### src/hw/fifo_host_defs.svh
`ifndef FIFO_HOST_DEFS_SVH
`define FIFO_HOST_DEFS_SVH
// clock and word
`define CLK_PERIOD_NS 4
`define WORD_W 9
`define TIMER_W 8
`define SYNC_LAT 3
// agree stage plus one cycle for a pin edge that lands on a clock edge
`define SAMPLE_SLACK 2
// array geometry, kept for reference; the bench model hard-codes 512 and 256 instead
`define ARRAY_WORDS 512
`define HALF_WORDS 256
// pin timing in ns, slowest grade so any grade is safe
`define T_WRITE_PULSE_NS 120
`define T_WRITE_REC_NS 20
`define T_DATA_HOLD_NS 10
`define T_ACCESS_NS 120
`define T_READ_REC_NS 20
`define T_FLAG_DELAY_NS 110
`define T_CLEAR_PULSE_NS 120
`define T_CLEAR_SETUP_NS 100
`define T_CLEAR_RECOVERY_NS 20
`define T_CLEAR_CYCLE_NS 140
// least time rounded up to whole cycles
`define NS_TO_CYC(t) (((t) + `CLK_PERIOD_NS - 1) / `CLK_PERIOD_NS)
// field positions in the synchronised pin vector
`define PIN_VEC_W 12
`define PIN_DATA_LSB 0
`define PIN_FILL_BIT 9
`define PIN_DRAIN_BIT 10
`define PIN_MID_BIT 11
`endif

### src/hw/fifo_host_pkg.sv
`include "fifo_host_defs.svh"
package fifo_host_pkg;
	typedef logic [`WORD_W-1:0] word_t;
	// flag pins as seen after synchronisation, all active low
	typedef struct packed {
		logic mid_n;
		logic drained_n;
		logic fill_n;
	} pin_flags_t;
	// user-side status, active high
	typedef struct packed {
		logic busy;
		logic half;
		logic empty;
		logic full;
	} host_status_t;
endpackage : fifo_host_pkg

### src/hw/fifo_host.sv
`timescale 1ns/1ns
`include "fifo_host_defs.svh"
// Notes on behaviour
// - writer holds data stable around the write strobe rising edge
// - writes near the full flag rising are unreliable; never relied upon
// - reads near the empty flag rising are unreliable; never relied upon
// - a reset must be applied after power-up before any write
// - both strobes high before and after pointer clear rises
module fifo_host
	import fifo_host_pkg::*;
(
	input wire logic clk,
	input wire logic rst_n,
	// user side
	input wire logic clear_req,
	input wire logic wr_valid,
	output logic wr_ready,
	input wire word_t wr_data,
	output logic rd_valid,
	input wire logic rd_ready,
	output word_t rd_data,
	output host_status_t status,
	// device pins
	output logic write_n,
	output logic read_n,
	output logic pointer_clear_n,
	output logic chain_in_n,
	output logic lead_select_or_replay_n,
	output word_t in_bus,
	input wire word_t out_bus,
	input wire logic fill_limit_flag_n,
	input wire logic drained_flag_n,
	input wire logic chain_out_or_midpoint_n
);
	// ====================================================
	// timing counts
	// ====================================================
	localparam logic [`TIMER_W-1:0] CYC_WPULSE = `TIMER_W'(`NS_TO_CYC(`T_WRITE_PULSE_NS));
	// strobe held until the word has crossed all sync stages, else stale data is pushed
	localparam logic [`TIMER_W-1:0] CYC_RPULSE =
		`TIMER_W'(`NS_TO_CYC(`T_ACCESS_NS) + `SYNC_LAT + `SAMPLE_SLACK);
	localparam logic [`TIMER_W-1:0] CYC_WAFTER = `TIMER_W'(`NS_TO_CYC(`T_FLAG_DELAY_NS
		+ `T_WRITE_REC_NS + `T_DATA_HOLD_NS) + `SYNC_LAT);
	localparam logic [`TIMER_W-1:0] CYC_RAFTER =
		`TIMER_W'(`NS_TO_CYC(`T_FLAG_DELAY_NS + `T_READ_REC_NS) + `SYNC_LAT);
	localparam logic [`TIMER_W-1:0] CYC_CLEAR =
		`TIMER_W'(`NS_TO_CYC(`T_CLEAR_PULSE_NS + `T_CLEAR_SETUP_NS));
	localparam logic [`TIMER_W-1:0] CYC_CRECOV = `TIMER_W'(`NS_TO_CYC(`T_CLEAR_RECOVERY_NS
		+ `T_CLEAR_CYCLE_NS) + `SYNC_LAT);

	// ====================================================
	// pin input synchronisers
	// ====================================================
	wire [`PIN_VEC_W-1:0] pin_raw =
		{chain_out_or_midpoint_n, drained_flag_n, fill_limit_flag_n, out_bus};
	logic [`PIN_VEC_W-1:0] sync_a;
	logic [`PIN_VEC_W-1:0] sync_b;
	logic [`PIN_VEC_W-1:0] sync_c;
	logic [`PIN_VEC_W-1:0] pin_seen;

	// three sync flops plus the held value per bit; a change counts once stages two and three agree
	genvar gi;
	generate
		for (gi = 0; gi < `PIN_VEC_W; gi++)
		begin : g_sync
			always_ff @(posedge clk or negedge rst_n)
			begin
				if (!rst_n)
				begin
					sync_a[gi] <= 1'b1;
					sync_b[gi] <= 1'b1;
					sync_c[gi] <= 1'b1;
					pin_seen[gi] <= 1'b1;
				end
				else
				begin
					sync_a[gi] <= pin_raw[gi];
					sync_b[gi] <= sync_a[gi];
					sync_c[gi] <= sync_b[gi];
					if (sync_b[gi] == sync_c[gi])
						pin_seen[gi] <= sync_c[gi];
				end
			end
		end
	endgenerate

	pin_flags_t flags;
	word_t seen_data;
	assign flags.fill_n = pin_seen[`PIN_FILL_BIT];
	assign flags.drained_n = pin_seen[`PIN_DRAIN_BIT];
	assign flags.mid_n = pin_seen[`PIN_MID_BIT];
	assign seen_data = pin_seen[`PIN_DATA_LSB +: `WORD_W];

	// ====================================================
	// sequencer
	// ====================================================
	typedef enum logic [2:0] {
		ST_CLEAR,
		ST_CRECOV,
		ST_IDLE,
		ST_WRITE,
		ST_WAFTER,
		ST_READ,
		ST_RAFTER
	} state_t;

	state_t state;
	state_t next_state;
	logic [`TIMER_W-1:0] timer;
	logic [`TIMER_W-1:0] next_timer;
	logic buf_in_ready;
	logic push_word;

	wire timer_done = (timer == `TIMER_W'(1));
	// flags as pins report them, active low; midpoint deliberately unused for gating
	wire may_write = flags.fill_n;
	wire may_read = flags.drained_n && buf_in_ready;
	wire take_write = (state == ST_IDLE) && !clear_req && wr_valid && may_write;
	wire take_read = (state == ST_IDLE) && !clear_req && !take_write && may_read;

	// write has priority; reads only start with buffer room so no word is lost
	assign wr_ready = take_write;
	assign push_word = (state == ST_READ) && timer_done;

	// next state and timer
	always_comb
	begin
		next_state = state;
		next_timer = timer - `TIMER_W'(1);
		unique case (state)
			ST_CLEAR:
				if (timer_done)
				begin
					next_state = ST_CRECOV;
					next_timer = CYC_CRECOV;
				end
			ST_CRECOV:
				if (timer_done)
					next_state = ST_IDLE;
			ST_IDLE:
			begin
				next_timer = timer;
				if (clear_req)
				begin
					next_state = ST_CLEAR;
					next_timer = CYC_CLEAR;
				end
				else if (take_write)
				begin
					next_state = ST_WRITE;
					next_timer = CYC_WPULSE;
				end
				else if (take_read)
				begin
					next_state = ST_READ;
					next_timer = CYC_RPULSE;
				end
			end
			ST_WRITE:
				if (timer_done)
				begin
					next_state = ST_WAFTER;
					next_timer = CYC_WAFTER;
				end
			ST_WAFTER:
				if (timer_done)
					next_state = ST_IDLE;
			ST_READ:
				if (timer_done)
				begin
					next_state = ST_RAFTER;
					next_timer = CYC_RAFTER;
				end
			ST_RAFTER:
				if (timer_done)
					next_state = ST_IDLE;
		endcase
	end

	// power-up starts with a pointer clear before any write
	always_ff @(posedge clk or negedge rst_n)
	begin
		if (!rst_n)
		begin
			state <= ST_CLEAR;
			timer <= CYC_CLEAR;
		end
		else
		begin
			state <= next_state;
			timer <= next_timer;
		end
	end

	// ====================================================
	// pin drivers, strobes and data from flops, mode pins at fixed levels
	// ====================================================
	// strobes stay high across the whole clear and its recovery
	always_ff @(posedge clk or negedge rst_n)
	begin
		if (!rst_n)
		begin
			write_n <= 1'b1;
			read_n <= 1'b1;
			pointer_clear_n <= 1'b0;
		end
		else
		begin
			write_n <= !(next_state == ST_WRITE);
			read_n <= !(next_state == ST_READ);
			pointer_clear_n <= !(next_state == ST_CLEAR);
		end
	end

	// data held from strobe fall through the recovery wait, past the hold time
	always_ff @(posedge clk or negedge rst_n)
	begin
		if (!rst_n)
			in_bus <= '0;
		else if (take_write)
			in_bus <= wr_data;
	end

	// single-device mode, no retransmit; fixed levels
	assign chain_in_n = 1'b0;
	assign lead_select_or_replay_n = 1'b1;

	// status; half taken from the shared chain-out pin
	always_ff @(posedge clk or negedge rst_n)
	begin
		if (!rst_n)
			status <= '{busy: 1'b1, half: 1'b0, empty: 1'b1, full: 1'b0};
		else
		begin
			status.busy <= (next_state == ST_CLEAR) || (next_state == ST_CRECOV);
			status.half <= !flags.mid_n;
			status.empty <= !flags.drained_n;
			status.full <= !flags.fill_n;
		end
	end

	// ====================================================
	// read data buffer
	// ====================================================
	word_skid_buffer u_buf (
		.clk(clk),
		.rst_n(rst_n),
		.in_valid(push_word),
		.in_ready(buf_in_ready),
		.in_data(seen_data),
		.out_valid(rd_valid),
		.out_ready(rd_ready),
		.out_data(rd_data)
	);
endmodule : fifo_host

### src/hw/word_skid_buffer.sv
`timescale 1ns/1ns
`include "fifo_host_defs.svh"
module word_skid_buffer
	import fifo_host_pkg::*;
(
	input wire logic clk,
	input wire logic rst_n,
	input wire logic in_valid,
	output logic in_ready,
	input wire word_t in_data,
	output logic out_valid,
	input wire logic out_ready,
	output word_t out_data
);
	// ====================================================
	// two-entry storage
	// ====================================================
	word_t slot [2];
	logic [1:0] count;
	logic wr_ptr;
	logic rd_ptr;
	wire push = in_valid && in_ready;
	wire pop = out_valid && out_ready;

	// honest full and empty from the count
	assign in_ready = (count != 2'h2);
	assign out_valid = (count != 2'h0);

	// read data straight from the register slot
	assign out_data = slot[rd_ptr];

	// pointers and count
	always_ff @(posedge clk or negedge rst_n)
	begin
		if (!rst_n)
		begin
			count <= 2'h0;
			wr_ptr <= 1'b0;
			rd_ptr <= 1'b0;
		end
		else
		begin
			if (push)
				wr_ptr <= ~wr_ptr;
			if (pop)
				rd_ptr <= ~rd_ptr;
			count <= count + {1'b0, push} - {1'b0, pop};
		end
	end

	// data slots, no reset needed
	always_ff @(posedge clk)
	begin
		if (push)
			slot[wr_ptr] <= in_data;
	end
endmodule : word_skid_buffer

### config.mk
export PLATFORM = sky130hd
export DESIGN_NAME = fifo_host
export DESIGN_NICKNAME = d
export VERILOG_FILES = /design/src/hw/fifo_host_pkg.sv /design/src/hw/fifo_host.sv /design/src/hw/word_skid_buffer.sv
export VERILOG_INCLUDE_DIRS = /design/src /design/src/hw
export SDC_FILE = /design/constraint.sdc
export NUM_CORES = 1
export LEC_CHECK = 0
export BUFFER_PORTS_ARGS = -buffer_cell sky130_fd_sc_hd__clkbuf_2
export CAP_MARGIN = 20
export CORE_MARGIN = 2
export CORE_UTILIZATION = 50
export CTS_CLUSTER_DIAMETER = 80
export DETAILED_ROUTE_END_ITERATION = 10
export HOLD_SLACK_MARGIN = 0.1
export PLACE_DENSITY = 0.74
export SLEW_MARGIN = 10
export SYNTH_ARGS = -nofsm -noshare
export SYNTH_HDL_FRONTEND = slang
export SYNTH_SLANG_ARGS = --single-unit
### constraint.sdc
create_clock -name clk -period 2.05 [get_ports clk]
set_clock_uncertainty 0.2 [all_clocks]
set_input_delay 0.205 -clock clk [delete_from_list [all_inputs] [get_ports clk]]
set_output_delay 0.205 -clock clk [all_outputs]
set_load 0.01 [all_outputs]
==> out/qor.yml <==
outcome:
  status: "finished, violations left"
  violations: "setup timing"
pwr:
  p_total_mw: 4.034
  power_switching_mw: 1.048
  swShare_pct: 25.99
  p_per_area_nw_per_um2: 829.0
  power.internal_mw: 2.986
  vdd_drop_max_mv: 0.5944
  share_comb_of_total_power_pct: 11.7
  clkPwrFrac_pct: 33.1
  seq_power_share_pct: 55.2
  leakage_nw: 2.060
clocking:
  cts_num_sinks: 97
  numCtsBuffers: 9
  htreeDepth: 3
  ctsRootBufferMaster: "clkbuf_8"
  clk_pin_slew_ns: 0.10
  tritoncts: "done"
  worstSkewPairLatency_ns: 0.36
  clk_path_buf_depth: 2
setup_path:
  worstSetupPathType: "reg -> out"
  end_kind: "primary output"
  crit_arrival_ns: 1.67
  critPathLaunchType: "register"
  worstPathMaxFanout: 4
  required_ns: 1.64
synth:
  synth_area_per_cell_um2: 14.62
  syn_area_um2: 3729
  synth_cell_types: 55
  yosys.area.top_type: "dfstp_2"
  synth_top_area_share_pct: 40.17
  synthCells: 255
  synth_fp_nets: 285
  yosysWarnings: 0
  ys_seq_area_share_pct: 69.43
  ys_seq_elements: 97
  yosys-top-cells-area: "dfstp_2, dfrtp_1, edfxtp_1"
route:
  antenna_left: 0
  wl_um: 6903
  drc_errors: 0
  vias: 2338
  vias_per_cell: 5.050
  drt_iter0_markers: 154
  first_pass_iters: 4
  wl_per_cell_um: 14.91
final_layout:
  layout.cells.most_common: "dfstp_2"
  nNetsFinal: 389
  multi_input_area_um2: 1151
  seqCellArea_um2: 2590
  layout-drive-gt1-share_pct: 53.30
  layout_common_cells: "dfstp_2, clkbuf_2, dlygate4sd3_1"
  n_antenna_cell: 0
  areaGrowthSynthToFinish_pct: 30.50
  n_fill_cell: 535
  final_cells: 463
global_routing:
  grt_max_degree: 49
  grt_pass1_vias: 2355
  grt_usage_pct: 17.52
  antenna_found_initial: 0
  gr-total-overflow: 0
  grt_pass1_wl_um: 11300
worst_hold_path:
  hold_path.class: "in -> async"
sta:
  hold_viol: 0
  fin_crit_sh_pct: 101.3
  slew_headroom_pct: 67.24
  finalWorstSetupSlack_ns: -0.02646
  slew_violations: 0
  rsz0062_at_grt: "true"
  worstMarginPinSlew_ns: 0.4862
  fmax_ghz: 0.4816
  report.final.setup_viol: 1
  finalCriticalPeriod_ns: 2.076
floorplanning:
  initial_core_util_pct: 51.41
  fp.dieW_um: 90.36
  rows: 31
  die-area_um2: 8164
  die_h_um: 90.36
  core_region_area_um2: 7253
  num_io_pins: 55
place:
  dp_hpwl_um: 4592
  routabilityCongestion: 0.8497
  dp.cells: 418
  port_buffers: 52
run:
  cap_violations: 0
[path summary, 6_finish.rpt]
path,slack (ns),to,cells past startpoint,startpoint
max,-0.03,wr_ready,4,state[2]
min,0.13,u_buf.count[0],2,rst_n
max reg2reg,0,in_bus[4],5,state[2]
min reg2reg,0.16,sync_b[10],0,sync_a[10]
max in group asynchronous,0.90,flags[1],3,rst_n
min in group clk,0.16,sync_b[10],0,sync_a[10]
[layer usage]
metal	GRT usage, %	vias up	routed length [um]
li1	-	1102	-
met1	22.20	1161	2982
met2	30.01	67	3557
met3	3.088	8	257
met4	7.051	0	106
met5	0	-	0
[cell usage after synthesis, drive strengths merged]
| library cell | number |
|---|---|
| conb | 2 |
| and4b | 1 |
| o21a | 1 |
| o211ai | 2 |
| or3 | 3 |
| a22oi | 2 |
| o21ai | 9 |
| a31o | 1 |
| a21o | 2 |
| nand2 | 11 |
| clkbuf | 1 |
| and2 | 3 |
| xnor2 | 5 |
| mux2 | 18 |
| nand2b | 2 |
| nand4b | 1 |
| nor4 | 2 |
| a211oi | 2 |
| nand3 | 8 |
| nor3 | 7 |
| and3b | 1 |
| maj3 | 13 |
| and3 | 1 |
| a21oi | 10 |
| nor2b | 2 |
| xor2 | 1 |
| nand4 | 1 |
| a22o | 1 |
| o31ai | 2 |
| or2b | 1 |
| inv | 9 |
| nor2 | 16 |
| dfstp | 57 |
| o2bb2ai | 1 |
| or2 | 2 |
| a211o | 1 |
| nor4b | 1 |
| edfxtp | 18 |
| nand3b | 1 |
| buf | 6 |
| o21bai | 1 |
| ha | 4 |
| dfrtp | 22 |
[what timing repair did]
action	in CTS	in global routing
resized for setup	2	21
setup buffers	1	4
hold endpoints to repair	68	0
hold buffers	24	0
pin swaps	1	9
setup endpoints to repair	3	27
gates cloned	0	0
[sequential cells by signal, indices dropped and copies added (netlist names)]
signal and cells:
status 4, state 3, sync_a 12, pointer_clear_n 1
timer 8, u_buf.slot 18, u_buf.rd_ptr 1, read_n 1
may_write 1, pin_seen 9, u_buf.count 2, write_n 1
sync_b 12, sync_c 12, u_buf.wr_ptr 1, in_bus 9
flags 2
[per-stage QoR]
stage | hold slack [ns] | setup slack [ns] | setup TNS [ns] | utilization (%) | cell area, um2
final | 0.1342 | -0.02646 | -0.02646 | 67.09 | 4866
after global routing | 0.1496 | -0.1090 | -0.7354 | 67.09 | 4866
after CTS | 0.1246 | -0.05091 | -0.05091 | 65.21 | 4730
after detailed placement | -0.02652 | -0.01418 | -0.01418 | 58.48 | 4242
after global placement | -0.03226 | 0.04906 | 0 | 58.48 | 4242
after floorplan | -0.2906 | 0.001847 | 0 | - | 3732
[worst max-delay path, cell delays in order, from the launching register on]
cell and delay, ns:
dfrtp_1 0.39, or2_4 0.28, or3_4 0.44, nor2_8 0.11, buf_6 0.11
[kinds of logic after synthesis]
group / synth area share (%)
compound gates: 6.006
xor+xnor: 1.409
fa+ha+maj: 4.866
buf+inv: 2.114
flops: 69.43
mux: 5.436
other cells: 0.2014
simple gates: 10.54
[power by group through the flow]
stage               clock network [mW]  registers (mW)  logic (mW)
floorplan                            0            2.20       0.287
global placement                     0            2.25       0.410
detailed placement                   0            2.26       0.423
CTS                               1.38            2.22       0.461
global route                      1.44            2.25       0.516
finish                            1.33            2.23       0.473
[cell type report]
cell class | instances | area share (%)
clock inverters | 7 | 2.314
repair buffers | 100 | 15.02
clock buffers | 9 | 2.546
inverters | 9 | 0.6943
well taps | 99 | 2.546
flip-flops and latches | 97 | 53.23
multi-input cells | 142 | 23.66
Power figures use the tool's default switching activity.
